===== config.mk =====
export PLATFORM = sky130hd
export DESIGN_NAME = alht_axis_seq
export DESIGN_NICKNAME = d
export VERILOG_FILES = /design/src/pkg/alht_pkg.sv /design/src/hdl/alht_sync.sv /design/src/hdl/alht_tbuf.sv /design/src/hdl/alht_axis_seq.sv
export SDC_FILE = /design/constraint.sdc
export NUM_CORES = 2
export LEC_CHECK = 0
export BUFFER_PORTS_ARGS = -buffer_cell sky130_fd_sc_hd__buf_4
export CAP_MARGIN = 20
export CORE_ASPECT_RATIO = 0.7
export CORE_MARGIN = 10
export CORE_UTILIZATION = 50
export DETAILED_ROUTE_END_ITERATION = 16
export HOLD_SLACK_MARGIN = 0.05
export PLACE_DENSITY = 0.67
export SLEW_MARGIN = 0
export SYNTH_ARGS = -nofsm -noshare
export SYNTH_HDL_FRONTEND = slang
export SYNTH_SLANG_ARGS = --single-unit

===== constraint.sdc =====
create_clock -name clk_sys -period 17.5 [get_ports clk_sys]
set_input_delay 3.5 -clock clk_sys [delete_from_list [all_inputs] [get_ports clk_sys]]
set_output_delay 3.5 -clock clk_sys [all_outputs]
set_load 0.02 [all_outputs]

===== src/pkg/alht_pkg.sv =====
// Shared constants for the axis limit, home and trigger sequencer
package alht_pkg;
  localparam int NAX = 4;
  localparam int ENT_W = 42;
  localparam int EN_W = 12;
  localparam int EN_HOME_TOP = 11;
  localparam int EN_LIM_TOP = 7;
  localparam logic [11:0] EN_RST = 12'h000;
  localparam logic [11:0] POL_RST = 12'h000;
  localparam logic [2:0] LINK_RST = 3'h0;
  localparam logic [3:0] TRIG_EN_RST = 4'h0;
  localparam logic [7:0] ADDR_CMD = 8'h00;
  localparam logic [7:0] ADDR_DATA = 8'h04;
  localparam logic [7:0] ADDR_STAT = 8'h08;
  localparam logic [7:0] ADDR_LIMEN = 8'h0c;
  localparam logic [7:0] ADDR_SW = 8'h10;
  localparam logic [1:0] RESP_OKAY = 2'h0;
  localparam logic [1:0] RESP_SLVERR = 2'h2;
  localparam int ST_FE = 0;
  localparam int ST_FNE = 1;
  localparam int ST_STORE = 2;
  localparam int ST_SRCH = 3;
  localparam int ST_REPLAY = 4;
  localparam int ST_RUN = 8;
  localparam int ST_DIR = 12;
  localparam int ST_TRIG_EN = 16;
  localparam int ST_PEND = 20;
  localparam logic [7:0] OP_KILL = 8'h01;
  localparam logic [7:0] OP_STOP = 8'h02;
  localparam logic [7:0] OP_STOP_MODE = 8'h03;
  localparam logic [7:0] OP_RD_AXSTAT = 8'h04;
  localparam logic [7:0] OP_RD_POS = 8'h05;
  localparam logic [7:0] OP_RD_VEL = 8'h06;
  localparam logic [7:0] OP_SET_IO_OUT = 8'h07;
  localparam logic [7:0] OP_RD_IO = 8'h08;
  localparam logic [7:0] OP_RD_COMM = 8'h09;
  localparam logic [7:0] OP_SET_IO_POL = 8'h0a;
  localparam logic [7:0] OP_SET_LIM_POL = 8'h0b;
  localparam logic [7:0] OP_RD_LIM = 8'h0c;
  localparam logic [7:0] OP_RD_ADC = 8'h0d;
  localparam logic [7:0] OP_RD_GPIO = 8'h0e;
  localparam logic [7:0] OP_SET_GPIO = 8'h0f;
  localparam logic [7:0] OP_EN_LIMITS = 8'h10;
  localparam logic [7:0] OP_BRK_LINK = 8'h11;
  localparam logic [7:0] OP_BEGIN_PRE = 8'h12;
  localparam logic [7:0] OP_END_PRE = 8'h13;
  localparam logic [7:0] OP_TRIG_SW = 8'h14;
  localparam logic [7:0] OP_FIND_HOME = 8'h15;
  localparam logic [7:0] OP_EN_BRK = 8'h16;
  localparam logic [7:0] OP_LOAD_BRK = 8'h17;
  localparam logic [7:0] OP_LOAD_VEL = 8'h18;
  localparam logic [7:0] OP_LOAD_ACC = 8'h19;
  localparam logic [7:0] OP_EN_IO_TRIG = 8'h1a;
  localparam logic [7:0] OP_MOVE = 8'h1b;
  typedef enum logic [1:0] {
    SR_IDLE = 2'b00,
    SR_OUT = 2'b01,
    SR_BACK = 2'b10
  } alht_srch_e;
  typedef enum logic [1:0] {
    RP_IDLE = 2'b00,
    RP_RUN = 2'b01
  } alht_rp_e;
endpackage


===== src/hdl/alht_sync.sv =====
// Two-flop synchroniser for a group of pin inputs
`timescale 1ns/1ns
module alht_sync #(
  parameter int W = 16
) (
  input wire logic clk_sys,
  input wire logic rst_n,
  input wire logic [W-1:0] d,
  output logic [W-1:0] q
);
  logic [W-1:0] meta_r;

  // First stage feeds only the second stage
  always_ff @(posedge clk_sys) begin
    if (!rst_n) begin
      meta_r <= '0;
      q <= '0;
    end else begin
      meta_r <= d;
      q <= meta_r;
    end
  end
endmodule


===== src/hdl/alht_tbuf.sv =====
// One trigger buffer: a list of stored commands in flip-flops
`timescale 1ns/1ns
module alht_tbuf #(
  parameter int DW = 42,
  parameter int DEPTH = 16,
  parameter int CW = 5
) (
  input wire logic clk_sys,
  input wire logic rst_n,
  input wire logic clr,
  input wire logic we,
  input wire logic [DW-1:0] wd,
  input wire logic [CW-1:0] ridx,
  output logic [DW-1:0] rd,
  output logic [CW-1:0] count,
  output logic full
);
  localparam int AW = $clog2(DEPTH);
  logic [DW-1:0] mem_r [DEPTH];
  logic [CW-1:0] count_r;

  // Read side and fill state
  assign full = (count_r == CW'(DEPTH));
  assign count = count_r;
  assign rd = mem_r[ridx[AW-1:0]];

  // Fill counter, cleared when a new list begins
  always_ff @(posedge clk_sys) begin
    if (!rst_n) begin
      count_r <= '0;
    end else if (clr) begin
      count_r <= '0;
    end else if (we && !full) begin
      count_r <= count_r + 1'b1;
    end
  end

  // Entry storage
  always_ff @(posedge clk_sys) begin
    if (we && !full && !clr) begin
      mem_r[count_r[AW-1:0]] <= wd;
    end
  end
endmodule


===== src/hdl/alht_axis_seq.sv =====
// Four-axis limit gating, home search, breakpoint links and trigger buffers
//
// The address map and register access over AXI4-Lite were left to the implementer.
`timescale 1ns/1ns
module alht_axis_seq #(
  parameter int POS_W = 32,
  parameter int TB_DEPTH = 16
) (
  input wire logic clk_sys,
  input wire logic rst_n,
  input wire logic [7:0] s_axi_awaddr,
  input wire logic s_axi_awvalid,
  output logic s_axi_awready,
  input wire logic [31:0] s_axi_wdata,
  input wire logic [3:0] s_axi_wstrb,
  input wire logic s_axi_wvalid,
  output logic s_axi_wready,
  output logic [1:0] s_axi_bresp,
  output logic s_axi_bvalid,
  input wire logic s_axi_bready,
  input wire logic [7:0] s_axi_araddr,
  input wire logic s_axi_arvalid,
  output logic s_axi_arready,
  output logic [31:0] s_axi_rdata,
  output logic [1:0] s_axi_rresp,
  output logic s_axi_rvalid,
  input wire logic s_axi_rready,
  input wire logic [3:0] sw_fwd,
  input wire logic [3:0] sw_rev,
  input wire logic [3:0] sw_home,
  input wire logic [3:0] io_trig,
  input wire logic [4*POS_W-1:0] axis_pos,
  output logic [3:0] mot_run,
  output logic [3:0] mot_fwd,
  output logic [3:0] halt_stb,
  output logic [3:0] brk_out,
  output logic [127:0] mot_vel,
  output logic [127:0] mot_acc,
  output logic exec_valid,
  output logic [7:0] exec_op,
  output logic [1:0] exec_axis,
  output logic [31:0] exec_data
);
  localparam int NAX = alht_pkg::NAX;
  localparam int EW = alht_pkg::ENT_W;
  localparam int CW = $clog2(TB_DEPTH + 1);

  logic aw_hold_r, w_hold_r, wr_go, host_go, stat_clr;
  logic [7:0] aw_addr_r;
  logic [31:0] w_data_r, data_r, rd_mux;
  logic rd_ok;
  logic [3:0] w_strb_r;
  logic [15:0] s_pins;
  logic [3:0] s_fwd, s_rev, s_home, s_io, s_io_q_r;
  logic [11:0] limen_r, pol_r;
  logic [3:0] arm_fwd, arm_rev, arm_home, q_fwd_r, q_rev_r, q_home_r;
  logic [3:0] e_fwd, e_rev, e_home, halt_ev, blk;
  logic [EW-1:0] c_e;
  logic c_v, c_fwd, do_x, bad, fe_set, fne_set, mv_block, fh_dir;
  logic [7:0] c_op;
  logic [1:0] c_ax;
  logic [31:0] c_dt;
  logic fe_r, fne_r, store_r;
  logic [1:0] store_sel_r;
  logic [3:0] tb_clr, tb_we, tb_full, trig_en_r, pend_r, pend_set, pick_oh;
  logic [EW-1:0] tb_rd [NAX];
  logic [CW-1:0] tb_cnt [NAX];
  logic [1:0] pick, rp_buf_r;
  logic [CW-1:0] rp_idx_r;
  alht_pkg::alht_rp_e rp_st_r;
  alht_pkg::alht_srch_e sr_st_r;
  logic [1:0] sa_r;
  logic sd_r, sr_revgo;
  logic [2:0] link_r [NAX];
  logic [POS_W-1:0] brk_pos_r [NAX];
  logic [POS_W-1:0] brk_tgt_r [NAX];
  logic [3:0] brk_en_r, brk_hit;

  // Legal commands while a home search runs
  function automatic logic permit(input logic [7:0] op);
    case (op)
      alht_pkg::OP_KILL, alht_pkg::OP_STOP, alht_pkg::OP_STOP_MODE, alht_pkg::OP_RD_AXSTAT,
      alht_pkg::OP_RD_POS, alht_pkg::OP_RD_VEL, alht_pkg::OP_SET_IO_OUT, alht_pkg::OP_RD_IO,
      alht_pkg::OP_RD_COMM, alht_pkg::OP_SET_IO_POL, alht_pkg::OP_SET_LIM_POL, alht_pkg::OP_RD_LIM,
      alht_pkg::OP_RD_ADC, alht_pkg::OP_RD_GPIO, alht_pkg::OP_SET_GPIO: permit = 1'b1;
      default: permit = 1'b0;
    endcase
  endfunction

  // Pin inputs pass two flops
  alht_sync #(.W(16)) u_sync (
    .clk_sys(clk_sys),
    .rst_n(rst_n),
    .d({io_trig, sw_home, sw_fwd, sw_rev}),
    .q(s_pins)
  );
  assign {s_io, s_home, s_fwd, s_rev} = s_pins;

  // Bus write channels latched independently
  assign wr_go = aw_hold_r && w_hold_r && !s_axi_bvalid && !(aw_addr_r == alht_pkg::ADDR_CMD && rp_st_r != alht_pkg::RP_IDLE);
  assign host_go = wr_go && (aw_addr_r == alht_pkg::ADDR_CMD);
  assign stat_clr = s_axi_arvalid && s_axi_arready && (s_axi_araddr == alht_pkg::ADDR_STAT);

  always_ff @(posedge clk_sys) begin
    if (!rst_n) begin
      aw_hold_r <= 1'b0;
      aw_addr_r <= 8'h00;
      s_axi_awready <= 1'b0;
    end else if (s_axi_awvalid && s_axi_awready) begin
      aw_hold_r <= 1'b1;
      aw_addr_r <= s_axi_awaddr;
      s_axi_awready <= 1'b0;
    end else if (wr_go || !aw_hold_r) begin
      aw_hold_r <= 1'b0;
      s_axi_awready <= 1'b1;
    end
  end

  always_ff @(posedge clk_sys) begin
    if (!rst_n) begin
      w_hold_r <= 1'b0;
      w_data_r <= 32'h0;
      w_strb_r <= 4'h0;
      s_axi_wready <= 1'b0;
    end else if (s_axi_wvalid && s_axi_wready) begin
      w_hold_r <= 1'b1;
      w_data_r <= s_axi_wdata;
      w_strb_r <= s_axi_wstrb;
      s_axi_wready <= 1'b0;
    end else if (wr_go || !w_hold_r) begin
      w_hold_r <= 1'b0;
      s_axi_wready <= 1'b1;
    end
  end

  // Write response; unmapped offsets answer SLVERR
  always_ff @(posedge clk_sys) begin
    if (!rst_n) begin
      s_axi_bvalid <= 1'b0;
      s_axi_bresp <= alht_pkg::RESP_OKAY;
    end else if (wr_go) begin
      s_axi_bvalid <= 1'b1;
      if (aw_addr_r == alht_pkg::ADDR_CMD || aw_addr_r == alht_pkg::ADDR_DATA || aw_addr_r == alht_pkg::ADDR_STAT ||
          aw_addr_r == alht_pkg::ADDR_LIMEN || aw_addr_r == alht_pkg::ADDR_SW) begin
        s_axi_bresp <= alht_pkg::RESP_OKAY;
      end else begin
        s_axi_bresp <= alht_pkg::RESP_SLVERR;
      end
    end else if (s_axi_bready) begin
      s_axi_bvalid <= 1'b0;
    end
  end

  // Command argument word with byte strobes
  always_ff @(posedge clk_sys) begin
    if (!rst_n) begin
      data_r <= 32'h0;
    end else if (wr_go && aw_addr_r == alht_pkg::ADDR_DATA) begin
      for (int b = 0; b < 4; b++) begin
        if (w_strb_r[b]) begin
          data_r[8*b +: 8] <= w_data_r[8*b +: 8];
        end
      end
    end
  end

  // Read data selection
  always_comb begin
    rd_mux = 32'h0;
    rd_ok = 1'b1;
    if (s_axi_araddr == alht_pkg::ADDR_CMD) begin
      rd_mux = 32'h0;
    end else if (s_axi_araddr == alht_pkg::ADDR_DATA) begin
      rd_mux = data_r;
    end else if (s_axi_araddr == alht_pkg::ADDR_STAT) begin
      rd_mux[alht_pkg::ST_FE] = fe_r;
      rd_mux[alht_pkg::ST_FNE] = fne_r;
      rd_mux[alht_pkg::ST_STORE] = store_r;
      rd_mux[alht_pkg::ST_SRCH] = (sr_st_r != alht_pkg::SR_IDLE);
      rd_mux[alht_pkg::ST_REPLAY] = (rp_st_r != alht_pkg::RP_IDLE);
      rd_mux[alht_pkg::ST_RUN +: 4] = mot_run;
      rd_mux[alht_pkg::ST_DIR +: 4] = mot_fwd;
      rd_mux[alht_pkg::ST_TRIG_EN +: 4] = trig_en_r;
      rd_mux[alht_pkg::ST_PEND +: 4] = pend_r;
    end else if (s_axi_araddr == alht_pkg::ADDR_LIMEN) begin
      rd_mux = {20'h0, limen_r};
    end else if (s_axi_araddr == alht_pkg::ADDR_SW) begin
      rd_mux = {20'h0, s_home, s_fwd, s_rev};
    end else begin
      rd_ok = 1'b0;
    end
  end

  always_ff @(posedge clk_sys) begin
    if (!rst_n) begin
      s_axi_arready <= 1'b0;
      s_axi_rvalid <= 1'b0;
      s_axi_rdata <= 32'h0;
      s_axi_rresp <= alht_pkg::RESP_OKAY;
    end else if (s_axi_arvalid && s_axi_arready) begin
      s_axi_arready <= 1'b0;
      s_axi_rvalid <= 1'b1;
      s_axi_rdata <= rd_mux;
      s_axi_rresp <= rd_ok ? alht_pkg::RESP_OKAY : alht_pkg::RESP_SLVERR;
    end else if (s_axi_rvalid && s_axi_rready) begin
      s_axi_rvalid <= 1'b0;
      s_axi_arready <= 1'b1;
    end else if (!s_axi_rvalid) begin
      s_axi_arready <= 1'b1;
    end
  end

  // Armed, polarity-adjusted switch levels and their active edges
  always_comb begin
    for (int i = 0; i < NAX; i++) begin
      arm_fwd[i] = limen_r[alht_pkg::EN_LIM_TOP - 2*i] & ~(s_fwd[i] ^ pol_r[alht_pkg::EN_LIM_TOP - 2*i]);
      arm_rev[i] = limen_r[alht_pkg::EN_LIM_TOP - 1 - 2*i] & ~(s_rev[i] ^ pol_r[alht_pkg::EN_LIM_TOP - 1 - 2*i]);
      arm_home[i] = limen_r[alht_pkg::EN_HOME_TOP - i] & ~(s_home[i] ^ pol_r[alht_pkg::EN_HOME_TOP - i]);
    end
  end
  assign e_fwd = arm_fwd & ~q_fwd_r;
  assign e_rev = arm_rev & ~q_rev_r;
  assign e_home = arm_home & ~q_home_r;
  assign halt_ev = e_fwd | e_rev | e_home;
  assign blk = (mot_run & mot_fwd & arm_fwd) | (mot_run & ~mot_fwd & arm_rev);

  always_ff @(posedge clk_sys) begin
    if (!rst_n) begin
      q_fwd_r <= 4'h0;
      q_rev_r <= 4'h0;
      q_home_r <= 4'h0;
      s_io_q_r <= 4'h0;
    end else begin
      q_fwd_r <= arm_fwd;
      q_rev_r <= arm_rev;
      q_home_r <= arm_home;
      s_io_q_r <= s_io;
    end
  end

  // Current command: replay entry or host write
  assign c_v = (rp_st_r == alht_pkg::RP_RUN) || host_go;
  assign c_e = (rp_st_r == alht_pkg::RP_RUN) ? tb_rd[rp_buf_r] : {w_data_r[7:0], w_data_r[9:8], data_r};
  assign c_op = c_e[41:34];
  assign c_ax = c_e[33:32];
  assign c_dt = c_e[31:0];
  assign c_fwd = (c_dt == 32'h0);
  assign mv_block = c_fwd ? arm_fwd[c_ax] : arm_rev[c_ax];
  assign fh_dir = c_fwd ^ mv_block;

  // Dispatch: search gate, prestore capture, argument checks
  always_comb begin
    bad = 1'b0;
    fne_set = 1'b0;
    fe_set = 1'b0;
    tb_we = 4'h0;
    tb_clr = 4'h0;
    if (c_v) begin
      if (sr_st_r != alht_pkg::SR_IDLE && !permit(c_op)) begin
        bad = 1'b1;
        fne_set = 1'b1;
      end else if (store_r && c_op == alht_pkg::OP_BEGIN_PRE) begin
        bad = 1'b1;
        fe_set = 1'b1;
      end else if (store_r && c_op != alht_pkg::OP_END_PRE) begin
        bad = 1'b1;
        fe_set = tb_full[store_sel_r];
        tb_we[store_sel_r] = 1'b1;
      end else begin
        case (c_op)
          alht_pkg::OP_END_PRE: bad = !store_r;
          alht_pkg::OP_BEGIN_PRE: bad = (c_dt == 32'h0) || (c_dt > 32'h4);
          alht_pkg::OP_BRK_LINK: bad = (c_dt > 32'h4);
          alht_pkg::OP_TRIG_SW: bad = (c_dt == 32'h0) || (c_dt > 32'h4);
          alht_pkg::OP_MOVE: bad = mv_block;
          default: bad = 1'b0;
        endcase
        fe_set = bad;
        if (!bad && c_op == alht_pkg::OP_BEGIN_PRE) begin
          tb_clr[2'(c_dt[1:0] - 2'h1)] = 1'b1;
        end
      end
    end
  end
  assign do_x = c_v && !bad;

  // Executed commands go to the motion engine
  always_ff @(posedge clk_sys) begin
    if (!rst_n) begin
      exec_valid <= 1'b0;
      exec_op <= 8'h00;
      exec_axis <= 2'h0;
      exec_data <= 32'h0;
    end else begin
      exec_valid <= do_x;
      if (do_x) begin
        exec_op <= c_op;
        exec_axis <= c_ax;
        exec_data <= c_dt;
      end
    end
  end

  // Error flags: set wins over the read clear
  always_ff @(posedge clk_sys) begin
    if (!rst_n) begin
      fe_r <= 1'b0;
      fne_r <= 1'b0;
    end else begin
      fe_r <= fe_set | (fe_r & ~stat_clr);
      fne_r <= fne_set | (fne_r & ~stat_clr);
    end
  end

  // Switch enable, polarity and trigger enable words
  always_ff @(posedge clk_sys) begin
    if (!rst_n) begin
      limen_r <= alht_pkg::EN_RST;
      pol_r <= alht_pkg::POL_RST;
      trig_en_r <= alht_pkg::TRIG_EN_RST;
    end else if (do_x) begin
      if (c_op == alht_pkg::OP_EN_LIMITS) begin
        limen_r <= c_dt[alht_pkg::EN_W-1:0];
      end
      if (c_op == alht_pkg::OP_SET_LIM_POL) begin
        pol_r <= c_dt[alht_pkg::EN_W-1:0];
      end
      if (c_op == alht_pkg::OP_EN_IO_TRIG) begin
        trig_en_r <= c_dt[3:0];
      end
    end
  end

  // Prestore mode
  always_ff @(posedge clk_sys) begin
    if (!rst_n) begin
      store_r <= 1'b0;
      store_sel_r <= 2'h0;
    end else if (do_x && c_op == alht_pkg::OP_BEGIN_PRE) begin
      store_r <= 1'b1;
      store_sel_r <= 2'(c_dt[1:0] - 2'h1);
    end else if (do_x && c_op == alht_pkg::OP_END_PRE) begin
      store_r <= 1'b0;
    end
  end

  // Trigger buffers
  for (genvar g = 0; g < NAX; g++) begin : g_tb
    alht_tbuf #(.DW(EW), .DEPTH(TB_DEPTH), .CW(CW)) u_tb (
      .clk_sys(clk_sys),
      .rst_n(rst_n),
      .clr(tb_clr[g]),
      .we(tb_we[g]),
      .wd(c_e),
      .ridx(rp_idx_r),
      .rd(tb_rd[g]),
      .count(tb_cnt[g]),
      .full(tb_full[g])
    );
  end

  // Breakpoint hits: position equals the armed target
  always_comb begin
    for (int i = 0; i < NAX; i++) begin
      brk_hit[i] = brk_en_r[i] && (axis_pos[i*POS_W +: POS_W] == brk_tgt_r[i]);
    end
  end

  // Breakpoint positions, targets and links
  always_ff @(posedge clk_sys) begin
    if (!rst_n) begin
      brk_en_r <= 4'h0;
      brk_out <= 4'h0;
      for (int i = 0; i < NAX; i++) begin
        link_r[i] <= alht_pkg::LINK_RST;
        brk_pos_r[i] <= '0;
        brk_tgt_r[i] <= '0;
      end
    end else begin
      brk_out <= brk_hit;
      for (int i = 0; i < NAX; i++) begin
        if (brk_hit[i]) begin
          brk_en_r[i] <= 1'b0;
        end
        if (do_x && c_ax == 2'(i)) begin
          if (c_op == alht_pkg::OP_LOAD_BRK) begin
            brk_pos_r[i] <= POS_W'(c_dt);
          end
          if (c_op == alht_pkg::OP_EN_BRK) begin
            brk_en_r[i] <= 1'b1;
            brk_tgt_r[i] <= c_fwd ? brk_pos_r[i] : brk_pos_r[i] + axis_pos[i*POS_W +: POS_W];
          end
          if (c_op == alht_pkg::OP_BRK_LINK) begin
            link_r[i] <= c_dt[2:0];
          end
        end
      end
    end
  end

  // Trigger sources for each buffer
  always_comb begin
    pend_set = s_io & ~s_io_q_r & trig_en_r;
    for (int i = 0; i < NAX; i++) begin
      if (brk_hit[i] && link_r[i] != 3'h0) begin
        pend_set[2'(link_r[i][1:0] - 2'h1)] = 1'b1;
      end
    end
    if (do_x && c_op == alht_pkg::OP_TRIG_SW) begin
      pend_set[2'(c_dt[1:0] - 2'h1)] = 1'b1;
    end
    pick = 2'h0;
    for (int k = NAX - 1; k >= 0; k--) begin
      if (pend_r[k]) begin
        pick = 2'(k);
      end
    end
    pick_oh = 4'h0;
    if (rp_st_r == alht_pkg::RP_IDLE && pend_r != 4'h0) begin
      pick_oh[pick] = 1'b1;
    end
  end

  always_ff @(posedge clk_sys) begin
    if (!rst_n) begin
      pend_r <= 4'h0;
    end else begin
      pend_r <= pend_set | (pend_r & ~pick_oh);
    end
  end

  // Replay a buffer one entry per cycle
  always_ff @(posedge clk_sys) begin
    if (!rst_n) begin
      rp_st_r <= alht_pkg::RP_IDLE;
      rp_buf_r <= 2'h0;
      rp_idx_r <= '0;
    end else begin
      case (rp_st_r)
        alht_pkg::RP_IDLE: begin
          rp_idx_r <= '0;
          rp_buf_r <= pick;
          if (pend_r != 4'h0 && tb_cnt[pick] != '0) begin
            rp_st_r <= alht_pkg::RP_RUN;
          end
        end
        alht_pkg::RP_RUN: begin
          rp_idx_r <= rp_idx_r + 1'b1;
          if (CW'(rp_idx_r + 1'b1) >= tb_cnt[rp_buf_r]) begin
            rp_st_r <= alht_pkg::RP_IDLE;
          end
        end
        default: rp_st_r <= alht_pkg::RP_IDLE;
      endcase
    end
  end

  // Home search sequence
  assign sr_revgo = (sr_st_r == alht_pkg::SR_OUT) && (sd_r ? e_fwd[sa_r] : e_rev[sa_r]) && !e_home[sa_r];

  always_ff @(posedge clk_sys) begin
    if (!rst_n) begin
      sr_st_r <= alht_pkg::SR_IDLE;
      sa_r <= 2'h0;
      sd_r <= 1'b1;
    end else begin
      case (sr_st_r)
        alht_pkg::SR_IDLE: begin
          if (do_x && c_op == alht_pkg::OP_FIND_HOME) begin
            sa_r <= c_ax;
            sd_r <= c_fwd;
            sr_st_r <= mv_block ? alht_pkg::SR_BACK : alht_pkg::SR_OUT;
          end
        end
        alht_pkg::SR_OUT: begin
          if (sr_revgo) begin
            sr_st_r <= alht_pkg::SR_BACK;
          end else if (!mot_run[sa_r]) begin
            sr_st_r <= alht_pkg::SR_IDLE;
          end
        end
        alht_pkg::SR_BACK: begin
          if (!mot_run[sa_r]) begin
            sr_st_r <= alht_pkg::SR_IDLE;
          end
        end
        default: sr_st_r <= alht_pkg::SR_IDLE;
      endcase
    end
  end

  // Per-axis run and direction
  always_ff @(posedge clk_sys) begin
    if (!rst_n) begin
      mot_run <= 4'h0;
      mot_fwd <= 4'h0;
      halt_stb <= 4'h0;
    end else begin
      for (int i = 0; i < NAX; i++) begin
        halt_stb[i] <= halt_ev[i] | (do_x && c_ax == 2'(i) && (c_op == alht_pkg::OP_KILL || c_op == alht_pkg::OP_STOP));
        if (sr_revgo && sa_r == 2'(i)) begin
          mot_run[i] <= 1'b1;
          mot_fwd[i] <= ~sd_r;
        end else if (halt_ev[i] || blk[i]) begin
          mot_run[i] <= 1'b0;
        end else if (do_x && c_ax == 2'(i)) begin
          if (c_op == alht_pkg::OP_KILL || c_op == alht_pkg::OP_STOP) begin
            mot_run[i] <= 1'b0;
          end else if (c_op == alht_pkg::OP_MOVE) begin
            mot_run[i] <= 1'b1;
            mot_fwd[i] <= c_fwd;
          end else if (c_op == alht_pkg::OP_FIND_HOME) begin
            mot_run[i] <= 1'b1;
            mot_fwd[i] <= fh_dir;
          end
        end
      end
    end
  end

  // Loaded velocity and acceleration, one 32-bit word per axis on mot_vel and mot_acc
  always_ff @(posedge clk_sys) begin
    if (!rst_n) begin
      mot_vel <= 128'h0;
      mot_acc <= 128'h0;
    end else if (do_x) begin
      if (c_op == alht_pkg::OP_LOAD_VEL) begin
        mot_vel[c_ax*32 +: 32] <= c_dt;
      end
      if (c_op == alht_pkg::OP_LOAD_ACC) begin
        mot_acc[c_ax*32 +: 32] <= c_dt;
      end
    end
  end
endmodule


==> run summary <==
Status = finished clean
Hold Crit Class = reg2reg
Startpoint Class = flip-flop
Initial Util = 50.2%
Share of cells above drive strength 1 = 21.5%
Dpl hpwl = 286,000 um
Final hold vios = 0
Vias per inst = 6.48
DRT iter0 DRCs = 14,000
CP endpoint kind = flip-flop
Seq pwr share = 54.3%
Ys flop type = edfxtp_1
Rows = 164
Later-pin clock latency in the skew report = 0.92 ns
Power Density = 102 nW/um^2
Switching share of power = 20.6%
RSZ-0062 raised after global routing = no
P&R area growth vs syn = 13.9%
Htree depth = 5
Leakage = 0.0551 uW
Largest cells by area after synthesis = edfxtp_1 (62%), mux4_2 (9.4%), dfxtp_1 (7.7%)
Die footprint = 309,000 um^2
Synth top cells by count = edfxtp_1 (2,956), nand2_1 (744), mux2i_1 (658)
Finished Core Util = 57.2%
Worst Tran Pin Value = 1.37 ns
Longest Clk Path Bufs = 4
Clk pwr share = 43.3%
Critical setup path kind = reg2reg
Slew margin rel. = 8.91%
Largest net degree at the start of global routing = 158
Vias = 87,500
Drt first pass iters = 7
Max-slew violation count = 0
Synth area leader = edfxtp_1
Seq/Total Area, Yosys = 69.7%
PnR worst setup slack = 7.64 ns
Final layout net count = 9,783
Placeable Area = 285,000 um^2
Post-Syn Instances = 8,770
I/O pins = 559
Pre-CTS WS = 7.71 ns
Setup Skew = 0.0712 ns
Setup TNS = 0 ns
Initial antenna violation count = 29
Syn Area/Cell = 16.3 um^2
RD Place Congestion = 0.948
Post-synth EDFFs = 2,956
Reg clk slew, reported paths = 0.07 ns
ANT nets after route = 0
Max Cap Viol = 0
Post-cts sizing count = 0
Width of the die = 660 um
Vias in the first global route = 83,500
Period utilization = 56.3%
Final hold slack = 0.430 ns
Worst EP arrival = 10.35 ns
CTS root buf = clkbuf_16
I/O Buffers = 556
Count leader, synth = edfxtp_1
CTS Buf Count = 322
Ys async rst share = 0%
DR WL/cell = 34.3 um
Total wire length = 463,000 um
Hold buffer count at cts = 0
Area share of the largest cell type after synthesis = 61.9%
Yosys cell types = 106
Total GRT Usage = 29.1%
CP max FO = 73
Die Span Y = 468 um
Internal power = 13,200 uW
CTS sink count = 3,510
Critical Path RT = 17.99 ns
Max Clock Freq = 101 MHz
#FFs+latches synth = 3,510
Switching power total = 3420 uW
DRC Markers = 0
Global-route wire length before repair = 642,000 um
Setup violators final = 0
GR Overflow Total = 0
Post-CTS setup buffer count = 0
Comb pwr share = 2.4%
CTS tree = yes
Cell Area, Synth = 143,000 um^2
Tmin final = 9.86 ns
Yosys warning total = 0
Peak supply drop = 86.2 uV
power by group through the flow:
stage | registers (uW) | logic [uW] | clock network [uW]
final | 9010 | 394 | 7180
after global routing | 9010 | 422 | 7560
after CTS | 9010 | 383 | 7220
after detailed placement | 9190 | 381 | 0
after global placement | 9190 | 372 | 0
after floorplan | 9190 | 227 | 0
path summary, 6_finish.rpt:
check                    from                        to  slack, ns  cells past startpoint
max               rp_idx_r[0]  g_tb[0].u_tb.mem_r[7][5]       7.64                     14
min          u_sync.meta_r[0]               u_sync.q[0]       0.43                      1
max reg2reg       rp_idx_r[0]  g_tb[0].u_tb.mem_r[7][5]       7.64                     14
min reg2reg  u_sync.meta_r[0]               u_sync.q[0]       0.43                      1
cells by family after synthesis:
kind of cell,count (synthesis),share of synthesized area [%]
other,1,0.00262
xor gates and xnor gates,260,1.59
adders and majority gates,160,1.42
muxes,1282,14.2
AOI/OAI and AO/OA,987,4.66
and+or+nand+nor,2010,6.48
buffers and inverters,560,1.98
DFF,3510,69.7
layout make-up:
class | count | area [um^2]
antenna | 17 | 42.5
clock buffer | 386 | 8540
clock inverter | 187 | 1970
fill | 21500 | 122000
inverter | 78 | 303
multi-input combinational | 4701 | 41500
sequential | 3510 | 99900
tap | 3818 | 4780
timing repair buffer | 807 | 6250
registers in the layout (all words and copies together) (netlist names), 5 cells and up:
register	count
g_tb.u_tb.mem_r	2688
brk_pos_r	128
brk_tgt_r	128
mot_acc	128
mot_vel	128
data_r	32
exec_data	32
s_axi_rdata	32
w_data_r	32
g_tb.u_tb.count	20
u_sync.meta_r	16
u_sync.q	16
limen_r	12
link_r	12
pol_r	12
aw_addr_r	8
exec_op	8
rp_idx_r	5
worst max-delay path, stage by stage (launching register included):
cell     delay (ns)
dfxtp_4        0.88
buf_12         0.48
buf_4          0.80
buf_4          0.80
mux4_2         0.60
mux4_2         0.51
nand2_1        0.12
nand3_2        0.58
buf_4          0.52
or4_1          0.53
o21a_1         0.30
nor4_2         0.88
nand2_1        0.52
nor2_4         0.83
buf_4          0.68
layout by cell type, fill, tap and decap left out, types with 60 or more instances in the layout:
master / n
a21oi_1: 278
a22oi_1: 135
and3_1: 131
buf_4: 786
clkbuf_16: 328
clkinv_1: 61
dfxtp_1: 548
edfxtp_1: 2956
ha_1: 156
inv_1: 70
mux2i_1: 658
mux4_2: 598
nand2_1: 737
nand3_1: 104
nor2_1: 484
nor2_4: 60
nor3_1: 115
o21ai_0: 90
o22ai_1: 65
xnor2_1: 68
xor2_1: 192
metal layers:
layer	GRT usage, %	vias up	share of wire [%]
met5	0	-	0.0089
met3	8.64	867	14
met4	9.75	6	4.0
li1	-	35600	-
met1	42.5	45200	39
met2	41.7	5900	43
stage by stage:
stage | instances | power [uW] | cell area [um^2]
final | 13500 | 16600 | 163000
after floorplan | 8771 | 9420 | 143000
after global placement | 12900 | 9560 | 152000
after global routing | 13500 | 17000 | 163000
after CTS | 13500 | 16600 | 163000
after detailed placement | 12900 | 9570 | 153000
No activity file was read; power rests on OpenSTA's default activity.
